==> config.mk <==
export PLATFORM = sky130hd
export DESIGN_NAME = psi_port_status
export DESIGN_NICKNAME = d
export VERILOG_FILES = /design/src/psi_pkg.sv /design/src/psi_port_status.sv
export SDC_FILE = /design/constraint.sdc
export NUM_CORES = 1
export LEC_CHECK = 0
export BUFFER_PORTS_ARGS = -buffer_cell sky130_fd_sc_hd__clkbuf_2
export CORE_ASPECT_RATIO = 0.9
export CORE_UTILIZATION = 35
export CTS_CLUSTER_SIZE = 14
export DETAILED_ROUTE_END_ITERATION = 16
export GPL_TIMING_DRIVEN = 1
export PLACE_DENSITY = 0.65
export SLEW_MARGIN = 20
export SYNTH_ARGS = -nofsm -noshare
export SYNTH_HDL_FRONTEND = slang
export SYNTH_SLANG_ARGS = --single-unit
==> constraint.sdc <==
create_clock -name clk -period 3.6 [get_ports clk]
set_input_delay 0.36 -clock clk [delete_from_list [all_inputs] [get_ports clk]]
set_output_delay 0.36 -clock clk [all_outputs]
set_load 0.01 [all_outputs]
==> src/psi_pkg.sv <==
// Constants and carrier types for the port status and interrupt register block.
// Contract
// - Status error event sets bit 15, W1C
// - Command error sets bit 14, kind in secondary
// - Frame deposited in host sets bit 13
// - Transmit ring done or error sets bit 12
// - Completed port command sets bit 11
// - No host buffer: bit 10, local counter pulse
// - Internal buffer overflow: bit 10, counter pulse
// - Fatal sets bit 9; bit 5 resets port
// - Boot or halt sets bit 8, state shown
// - Summary bit 7 is OR of flags
// - No interrupt while enable bit clear
// - Command zero does nothing, no done
// - Codes 1 and 2 start block fetches
// - Start enters running; if running only done
// - Selftest outcome sets done, change or fatal
package psi_pkg;
  localparam int          AW           = 4;
  localparam logic [3:0]  OFF_CSR0     = 4'h0;
  localparam logic [3:0]  OFF_SEC      = 4'h1;
  localparam logic [3:0]  OFF_MASK     = 4'h2;
  localparam int          FLAG_LSB     = 8;
  localparam int          POS_SUM      = 7;
  localparam int          POS_INTERRUPT_ENABLE_BIT     = 6;
  localparam int          POS_PORT_RESET_BIT     = 5;
  localparam int          F_SERR       = 7;
  localparam int          F_CERR       = 6;
  localparam int          F_RX         = 5;
  localparam int          F_TX         = 4;
  localparam int          F_DONE       = 3;
  localparam int          F_BUF        = 2;
  localparam int          F_FATAL      = 1;
  localparam int          F_CHG        = 0;
  localparam logic [7:0]  MASK_RST     = 8'hff;
  localparam logic [3:0]  CMD_NOOP     = 4'h0;
  localparam logic [3:0]  CMD_FETCH    = 4'h1;
  localparam logic [3:0]  CMD_ANCIL    = 4'h2;
  localparam logic [3:0]  CMD_SELFTEST = 4'h3;
  localparam logic [3:0]  CMD_START    = 4'h4;
  localparam logic [3:0]  CMD_BOOT     = 4'h5;
  localparam logic [3:0]  ST_READY     = 4'h1;
  localparam logic [3:0]  ST_RUN       = 4'h2;
  localparam logic [3:0]  ST_LOAD      = 4'h3;
  localparam logic [3:0]  ST_HALT      = 4'h4;
  localparam logic [5:0]  CNT_LOCAL_W  = 6'h20;
  localparam logic [5:0]  CNT_INTBUF_W = 6'h1e;

  typedef struct packed {
    logic       stat_err;
    logic       rx_deposit;
    logic       tx_ring_done;
    logic       tx_err;
    logic       no_host_buf;
    logic       int_buf_full;
    logic       fatal_err;
    logic       boot_frame;
    logic       net_halt;
    logic       cmd_done;
    logic       cmd_fail;
    logic       cmd_timeout;
    logic       st_pass;
    logic       st_fail_soft;
    logic       st_fail_fatal;
    logic [7:0] st_code;
  } psi_evt_t;

  typedef struct packed {
    logic       go;
    logic [3:0] code;
  } psi_cmd_t;
endpackage

==> src/psi_port_status.sv <==
// Port control/status register with sticky interrupt flags and command issue.
//
// Design decisions made here: the address-and-strobe port and the address map.
`timescale 1ns/100ps
`default_nettype none
module psi_port_status
(
  input  wire logic               clk,
  input  wire logic               arst_n,
  input  wire logic [psi_pkg::AW-1:0] addr,
  input  wire logic [15:0]        wdata,
  input  wire logic               wr,
  input  wire logic               rd,
  input  wire psi_pkg::psi_evt_t  ev,
  output var  logic [15:0]        rdata,
  output var  logic               irq,
  output var  psi_pkg::psi_cmd_t  cmd,
  output var  logic               lost_local_inc,
  output var  logic               lost_intbuf_inc,
  output var  logic               port_reset
);

  typedef enum logic [1:0] {
    PSI_IDLE = 2'b01,
    PSI_BUSY = 2'b10
  } psi_fsm_t;

  psi_fsm_t    fsm;
  psi_fsm_t    next_fsm;
  logic [7:0]  flags;
  logic [7:0]  next_flags;
  logic [7:0]  mask;
  logic [7:0]  next_mask;
  logic        interrupt_enable_bit;
  logic        next_interrupt_enable_bit;
  logic [3:0]  state;
  logic [3:0]  next_state;
  logic        err_kind;
  logic        next_err_kind;
  logic [7:0]  err_code;
  logic [7:0]  next_err_code;
  logic [15:0] next_rdata;
  logic        next_irq;
  psi_pkg::psi_cmd_t next_cmd;
  logic        next_lost_local;
  logic        next_lost_intbuf;
  logic        next_port_reset;
  logic [7:0]  set_vec;
  logic        wr_csr0;
  logic        rst_req;
  logic        cmd_req;
  logic        st_end;

  function automatic logic hit(input logic [psi_pkg::AW-1:0] a, input logic [3:0] off);
    hit = (a == off);
  endfunction

  assign wr_csr0 = wr && hit(addr, psi_pkg::OFF_CSR0);
  assign rst_req = wr_csr0 && wdata[psi_pkg::POS_PORT_RESET_BIT];
  assign cmd_req = wr_csr0 && !rst_req && (wdata[3:0] != psi_pkg::CMD_NOOP);
  assign st_end  = ev.st_pass || ev.st_fail_soft || ev.st_fail_fatal;

  // Hardware events collected into the flag layout; a set in the cycle of a clear wins.
  always_comb
  begin
    set_vec                   = 8'h00;
    set_vec[psi_pkg::F_SERR]  = ev.stat_err;
    set_vec[psi_pkg::F_CERR]  = (fsm == PSI_BUSY) && (ev.cmd_fail || ev.cmd_timeout);
    set_vec[psi_pkg::F_RX]    = ev.rx_deposit;
    set_vec[psi_pkg::F_TX]    = ev.tx_ring_done || ev.tx_err;
    set_vec[psi_pkg::F_DONE]  = ((fsm == PSI_BUSY) && ev.cmd_done) || ev.st_pass;
    set_vec[psi_pkg::F_BUF]   = ev.no_host_buf || ev.int_buf_full;
    set_vec[psi_pkg::F_FATAL] = ev.fatal_err || ev.st_fail_fatal;
    set_vec[psi_pkg::F_CHG]   = ev.boot_frame || ev.net_halt || ev.st_fail_soft;
    if (fsm == PSI_IDLE && cmd_req && wdata[3:0] == psi_pkg::CMD_START && state == psi_pkg::ST_RUN)
    begin
      set_vec[psi_pkg::F_DONE] = 1'b1;
    end
  end

  // Register state: flags, enable, mask, port state and secondary status.
  always_comb
  begin
    next_flags    = flags;
    next_mask     = mask;
    next_interrupt_enable_bit     = interrupt_enable_bit;
    next_state    = state;
    next_err_kind = err_kind;
    next_err_code = err_code;
    if (rst_req)
    begin
      // Port reset drops all pending causes and returns the port to ready unless a boot frame or halt arrives in the same cycle.
      next_flags = 8'h00;
      next_interrupt_enable_bit  = 1'b0;
      next_state = psi_pkg::ST_READY;
    end
    else if (wr_csr0)
    begin
      next_flags = flags & ~wdata[15:8];
      if (!cmd_req)
      begin
        // A command write leaves the enable alone, so the two never change together.
        next_interrupt_enable_bit = wdata[psi_pkg::POS_INTERRUPT_ENABLE_BIT];
      end
    end
    next_flags = next_flags | set_vec;
    if (wr && hit(addr, psi_pkg::OFF_MASK))
    begin
      next_mask = wdata[15:8];
    end
    if (fsm == PSI_BUSY && (ev.cmd_fail || ev.cmd_timeout))
    begin
      next_err_kind = ev.cmd_timeout;
    end
    if (ev.st_fail_soft)
    begin
      next_err_code = ev.st_code;
    end
    // A port reset in the same cycle wins over the completion of the command in flight.
    if (!rst_req && fsm == PSI_BUSY && ev.cmd_done && cmd.code == psi_pkg::CMD_START)
    begin
      next_state = psi_pkg::ST_RUN;
    end
    // Any selftest outcome ends the command, so a soft failure still leaves the port taking commands.
    if (!rst_req && fsm == PSI_BUSY && (ev.cmd_done || st_end) && cmd.code == psi_pkg::CMD_SELFTEST)
    begin
      next_state = psi_pkg::ST_READY;
    end
    if (ev.boot_frame)
    begin
      next_state = psi_pkg::ST_LOAD;
    end
    if (ev.net_halt)
    begin
      next_state = psi_pkg::ST_HALT;
    end
  end

  always_ff @(posedge clk or negedge arst_n)
  begin
    if (!arst_n)
    begin
      flags    <= 8'h00;
      mask     <= psi_pkg::MASK_RST;
      interrupt_enable_bit     <= 1'b0;
      state    <= psi_pkg::ST_READY;
      err_kind <= 1'b0;
      err_code <= 8'h00;
    end
    else
    begin
      flags    <= next_flags;
      mask     <= next_mask;
      interrupt_enable_bit     <= next_interrupt_enable_bit;
      state    <= next_state;
      err_kind <= next_err_kind;
      err_code <= next_err_code;
    end
  end

  // Command issue: one command in flight; new command writes while busy are dropped.
  always_comb
  begin
    next_fsm         = fsm;
    next_cmd         = cmd;
    next_cmd.go      = 1'b0;
    next_port_reset  = rst_req;
    next_lost_local  = ev.no_host_buf;
    next_lost_intbuf = ev.int_buf_full;
    case (fsm)
      PSI_IDLE:
      begin
        if (cmd_req && !(wdata[3:0] == psi_pkg::CMD_START && state == psi_pkg::ST_RUN))
        begin
          next_cmd.go   = 1'b1;
          next_cmd.code = wdata[3:0];
          next_fsm      = PSI_BUSY;
        end
      end
      PSI_BUSY:
      begin
        if (rst_req || ev.cmd_done || ev.cmd_fail || ev.cmd_timeout ||
            (st_end && cmd.code == psi_pkg::CMD_SELFTEST))
        begin
          next_fsm = PSI_IDLE;
        end
      end
      default:
      begin
        next_fsm = PSI_IDLE;
      end
    endcase
  end

  always_ff @(posedge clk or negedge arst_n)
  begin
    if (!arst_n)
    begin
      fsm             <= PSI_IDLE;
      cmd             <= '0;
      port_reset      <= 1'b0;
      lost_local_inc  <= 1'b0;
      lost_intbuf_inc <= 1'b0;
    end
    else
    begin
      fsm             <= next_fsm;
      cmd             <= next_cmd;
      port_reset      <= next_port_reset;
      lost_local_inc  <= next_lost_local;
      lost_intbuf_inc <= next_lost_intbuf;
    end
  end

  // Read port and interrupt line.
  always_comb
  begin
    next_rdata = 16'h0000;
    if (rd && hit(addr, psi_pkg::OFF_CSR0))
    begin
      next_rdata[15:8]             = flags;
      next_rdata[psi_pkg::POS_SUM]  = |flags;
      next_rdata[psi_pkg::POS_INTERRUPT_ENABLE_BIT] = interrupt_enable_bit;
      next_rdata[3:0]              = cmd.code;
    end
    else if (rd && hit(addr, psi_pkg::OFF_SEC))
    begin
      next_rdata = {err_code, err_kind, 3'h0, state};
    end
    else if (rd && hit(addr, psi_pkg::OFF_MASK))
    begin
      next_rdata = {mask, 8'h00};
    end
    // Registered from next values so irq tracks the flags without an extra cycle.
    next_irq = next_interrupt_enable_bit && |(next_flags & next_mask);
  end

  always_ff @(posedge clk or negedge arst_n)
  begin
    if (!arst_n)
    begin
      rdata <= 16'h0000;
      irq   <= 1'b0;
    end
    else
    begin
      rdata <= next_rdata;
      irq   <= next_irq;
    end
  end
endmodule
`default_nettype wire

# [After elaboration in Yosys (flattened, before gate mapping)]
# Cells that the tools add are included.
[word_totals] reg_bits=57 wordCells=95 inputBits=47 out_inout_bits=25
[op_classes] n_mux=22 n_bitwise=4 n_eq_ne=10 reduce_logical=45
[ops] op="16-bit two-way mux" n=2
[ops] op="4-bit two-way mux" n=6
[ops] op="8-bit two-way mux" n=3
[ops] op="1-bit logical AND" n=22
[ops] op="8-bit AND" n=2
[ops] op="8-bit OR reduction" n=2
[ops] op="1-bit logical OR" n=14
[ops] op="4-bit by 2-bit == test with 1-bit output (second input constant)" n=3
[ops] op="10-bit two-way mux" n=1
[ops] op="5-bit two-way mux" n=2
[ops] op="4-bit by 3-bit == test with 1-bit output (second input constant)" n=2
[ops] op="8-bit inverter" n=1
[ops] op="8-bit OR" n=1
[ops] op="2-bit two-way mux" n=3
[ops] op="5-bit nonzero test" n=1
[ops] op="4-bit by 1-bit == test with 1-bit output (second input constant)" n=1
[ops] op="4-bit logical NOT" n=1
[ops] op="1-bit two-way mux" n=4
[ops] op="2-bit by 1-bit inequality test with 1-bit output (second input constant)" n=2
[ops] op="2-bit one-hot mux with 2 select lines" n=1
[ops] op="2-bit AND reduction" n=2
[ops] op="4-bit nonzero test" n=1
[ops] op="2-bit by 1-bit == test with 1-bit output (second input constant)" n=1
[ops] op="2-bit == test (second input constant)" n=1
[ops] op="1-bit logical NOT" n=2

# [Depth between registers and ports, before layout]
[depth] depth_word=14 mapped_depth=7 depth_no_buf=6

# [Least setup slack after synthesis]
# OpenSTA, ideal clock, no wires.
[synth_timing] path_type="input-to-reg" startpoint="input port addr[0] in the netlist's numbering" endpoint="register cmd[0] in the netlist's numbering" setup_time_ps=125 slack_ps=1504 arrival_ps=1971 required_time_ps=3475 path_stages=6 n_path_buf=2 cell_sequence="buf_6 > or4b_4 > buf_6 > nor4_1 > and2b_1 > mux2_2"
[synth_via] elab_chain_cells=8
[synth_rtl] element="from (decl)" line="psi_port_status.sv:10" rtl="input wire logic [psi_pkg::AW-1:0] addr,"
[synth_rtl] element="4-bit logical NOT *" line="psi_port_status.sv:55" rtl="hit = (a == off);"
[synth_rtl] element="1-bit logical AND *" line="psi_port_status.sv:58" rtl="assign wr_csr0 = wr && hit(addr, psi_pkg::OFF_CSR0);"
[synth_rtl] element="1-bit logical AND" line="psi_port_status.sv:59" rtl="assign rst_req = wr_csr0 && wdata[psi_pkg::POS_PORT_RESET_BIT];"
[synth_rtl] element="1-bit logical NOT" line="psi_port_status.sv:60" rtl="assign cmd_req = wr_csr0 && !rst_req && (wdata[3:0] != psi_pkg::CMD_NOOP);"
[synth_rtl] element="1-bit logical AND * (2 in a row)" line="psi_port_status.sv:60"
[synth_rtl] element="1-bit logical AND *" line="psi_port_status.sv:173" rtl="if (cmd_req && !(wdata[3:0] == psi_pkg::CMD_START && state == psi_pkg::ST_RUN))"
[synth_rtl] element="2-bit AND reduction (no source line) *"
[synth_rtl] element="to (signal assigned)" line="psi_port_status.sv:208" rtl="cmd <= next_cmd;"
[synth_rtl] element="to (decl)" line="psi_port_status.sv:17" rtl="output var psi_pkg::psi_cmd_t cmd,"
# Every way passes the cells marked *; elsewhere a longest branch is shown, timed or not.
# A chain may end at the register's enable or synchronous reset.

# [Worst setup path in the final report]
[layout_timing] startpoint="input port addr[0] in the netlist's numbering" endpoint="register irq"
[layout_via] elab_cells_between_ends=22 classes_between="eq/ne: 1; mux: 7; bitwise: 2; reduce/logical: 12"
[layout_lines] element="4-bit logical NOT *" line="psi_port_status.sv:55"
[layout_lines] element="1-bit logical AND *" line="psi_port_status.sv:58"
[layout_lines] element="8-bit two-way mux or 1-bit logical AND (tied branches)" line="psi_port_status.sv:97, psi_port_status.sv:59"
[layout_lines] element="8-bit two-way mux *" line="psi_port_status.sv:90" rtl="if (rst_req)"
[layout_lines] element="8-bit OR *" line="psi_port_status.sv:106" rtl="next_flags = next_flags | set_vec;"
[layout_lines] element="via next_flags[4]" line="psi_port_status.sv:31" rtl="logic [7:0] next_flags;"
[layout_lines] element="8-bit AND *" line="psi_port_status.sv:235" rtl="next_irq = next_interrupt_enable_bit && |(next_flags & next_mask);"
[layout_lines] element="8-bit OR reduction *" line="psi_port_status.sv:235"
[layout_lines] element="1-bit logical AND *" line="psi_port_status.sv:235"
[layout_lines] element="via next_irq" line="psi_port_status.sv:43" rtl="logic next_irq;"
[layout_lines] element="to (signal assigned)" line="psi_port_status.sv:248" rtl="irq <= next_irq;"
[layout_lines] element="to (decl)" line="psi_port_status.sv:16" rtl="output var logic irq,"
# Mark *: on every way through the listed nets, which the timed path passes. The rest lies on a longest branch.

==> summary.md <==
| Metric | Value |
|---|---|
| Die area | `7273 sq um` |
| Rel. slew slack | `34.73%` |
| PwrDens | `417.6 nW/um^2` |
| Final hold violations | `0` |
| Status | `complete, no violations` |
| Grt total ovfl | `0` |
| VDD IR max | `0.0002200 V` |
| Post-CTS setup buffers | `0` |
| RSZ-0062 raised after global routing | `no` |
| Commonest non-fill, non-tap cell in the layout | `clkbuf_2` |
| Setup TNS | `0 ns` |
| Worst Setup End Kind | `flop` |
| Clock Latency Late Sink | `0.30 ns` |
| Post-Syn Instances | `208` |
| CP startpoint kind | `primary input` |
| Clock skew | `0.006775 ns` |
| Hold crit path type | `in -> async` |
| Num ports | `72` |
| Cell Area, Placed | `2830 sq um` |
| Worst EP arrival | `2.48 ns` |
| Syn avg cell area | `11.67 sq um` |
| Post-DR wirelength/cell | `15.56 microns` |
| Post-CTS sizing | `0` |
| Die span in y | `81.01 microns` |
| Core Rows | `28` |
| Least-Margin Pin Slew | `0.9716 ns` |
| Leakage | `1.370 nW` |
| Critical-path top delay cell | `nor4b_4` |
| Final Cell Area | `2922 sq um` |
| CP cell instances | `clkbuf_2, nor4b_4, nand2_1, a2111o_1, a222oi_1, a32oi_1` |
| Ys flop type | `dfrtp_1` |
| Placeable Area | `6656 sq um` |
| Number of synthesized flops with an enable pin | `0` |
| CTS Sinks | `54` |
| Drt pass-1 iters | `4` |
| Via count | `1,899` |
| Initial Util | `36.47%` |
| Max Slew Vio Count | `0` |
| Gpl congestion | `0.8006` |
| H-tree depth | `2` |
| Vias in the first global route | `1,896` |
| Max Freq | `432.7 MHz` |
| Area grow syn2layout | `20.36%` |
| Detailed Place HPWL | `4.363 mm` |
| Area of the mapped netlist | `2427 sq um` |
| Drt drc | `0` |
| R2R setup slack | `1.47 ns` |
| Fin crit period | `2.311 ns` |
| Synth async-reset ratio | `100.0%` |
| First-pass GRT wire length | `9.273 mm` |
| Distinct cells, synth | `42` |
| Largest net degree at the start of global routing | `35` |
| Ys Warns | `0` |
| Cell taking the most area after synthesis | `dfrtp_1` |
| N_diodes | `0` |
| Setup CP Type | `in -> reg` |
| Routed Wire Length | `5.696 mm` |
| Tot Pwr | `0.001220 W` |
| Final setup vio count | `0` |
| Port Buffers | `67` |
| Initial antenna violation count | `0` |
| Synth top area share | `45.36%` |
| R2r worst-path depth | `4` |
| Crit path launch | `addr[0]` |
| Num CTS Buffers | `5` |
| R2R Path Start | `state[2]` |
| Vias per Instance | `5.189` |
| Initial drt markers | `101` |
| Register area share after synthesis | `56.19%` |
| Hold slack | `0.1353 ns` |
| Bufs on Longest Clock Path | `2` |
| Largest stage delay, worst path | `0.52 ns` |
| Hold_buf cts | `0` |
| Clock-pin slew on the worst setup and hold paths | `0.09 ns` |
| Antenna Violating Nets Remaining | `0` |
| Total Nets Final | `322` |
| Max-Cap Viols | `0` |
| Root Buffer | `clkbuf_8` |
| CTS tree | `done` |
| Utilization after layout | `43.89%` |
| Final Cycle Share | `64.20%` |
| Chip Width | `89.78 microns` |
| Synth area leaders | `dfrtp_1, dfstp_2, mux2_2` |
| Synth Register Bits | `54` |
| Layout cell share with drive strength beyond 1 | `39.49%` |
| Critical Path RT | `3.77 ns` |
| Most frequent cells in the layout | `clkbuf_2, dfrtp_1, nand2_1, mux2_2, nor2_1` |
| CP Max Fanout | `18` |
| RR Endpoint | `cmd[3]` |
| GRT Util Overall | `16.55%` |
[registers in the layout (all words and copies together), names as in the netlist, 2 cells and up]
signal	flops
state	3
err_code	8
mask	8
rdata	14
flags	8
cmd	5
fsm	2
[worst max-delay path, delay by kind of cell]
kind | cells | cell delay [ns]
and+or+nand+nor | 2 | 0.78
buffers and inverters | 1 | 0.34
AOI/OAI and AO/OA | 3 | 0.99
[how the worst max path moves through the flow]
stage,slack (ns),endpoint,cells after the start
after floorplan,1.50,cmd[0],6
after global placement,1.0,irq,6
after detailed placement,0.95,irq,6
after CTS,1.27,irq,6
after global routing,1.16,irq,6
final,1.29,irq,6
[per-stage QoR]
step | cells | worst slack (ns)
after floorplan | 209 | 1.504
after global placement | 358 | 0.9982
after detailed placement | 358 | 0.9513
after CTS | 366 | 1.275
after global routing | 366 | 1.164
final | 366 | 1.289
[cells in the mapped netlist, drive strengths merged (2+ instances only)]
library cell,instances
nor2,15
mux2,17
clkbuf,5
nor2b,2
inv,5
a21oi,3
o31ai,6
nand2,20
a22oi,3
a2111o,2
nor3,6
dfrtp,44
a2111oi,2
buf,4
nor4,7
nand3,8
o21ai,14
mux2i,11
nor3b,5
nand2b,3
dfstp,10
[cells by family (layout without fill, tap and decap cells)]
kind of cell | after synthesis | count (layout) | synth area share (%)
AOI/OAI and AO/OA | 38 | 38 | 12.06
buffers and inverters | 14 | 81 | 3.093
DFF | 54 | 54 | 56.19
muxes | 28 | 28 | 12.42
other | 1 | 2 | 0.1545
and+or+nand+nor | 73 | 73 | 16.08
[layout make-up]
type	instances	area, sq um
clock inverter	1	5.005
clock buffer	7	86.33
multi-input combinational	141	992.2
fill	644	3735
tap	90	112.6
inverter	5	18.77
sequential	54	1364
timing repair buffer	68	342.8
[power by group]
| part | total, W | switching [W] | internal [W] | leakage [nW] |
|---|---|---|---|---|
| sequential | 0.000699 | 0.0000319 | 0.000667 | 0.650 |
| clock | 0.000343 | 0.000187 | 0.000156 | 0.0482 |
| combinational | 0.000178 | 0.0000951 | 0.0000829 | 0.672 |
| total | 0.00122 | 0.000314 | 0.000906 | 1.37 |
[layer usage]
layer	up-vias	track usage, %	wire (microns)	part of all wire (%)
li1	892	-	-	-
met3	5	3.558	317	5.6
met1	931	22.55	2754	48
met5	-	0	0	0
met4	0	4.426	42	0.74
met2	71	27.00	2581	45
No activity file was read; power rests on OpenSTA's default activity.
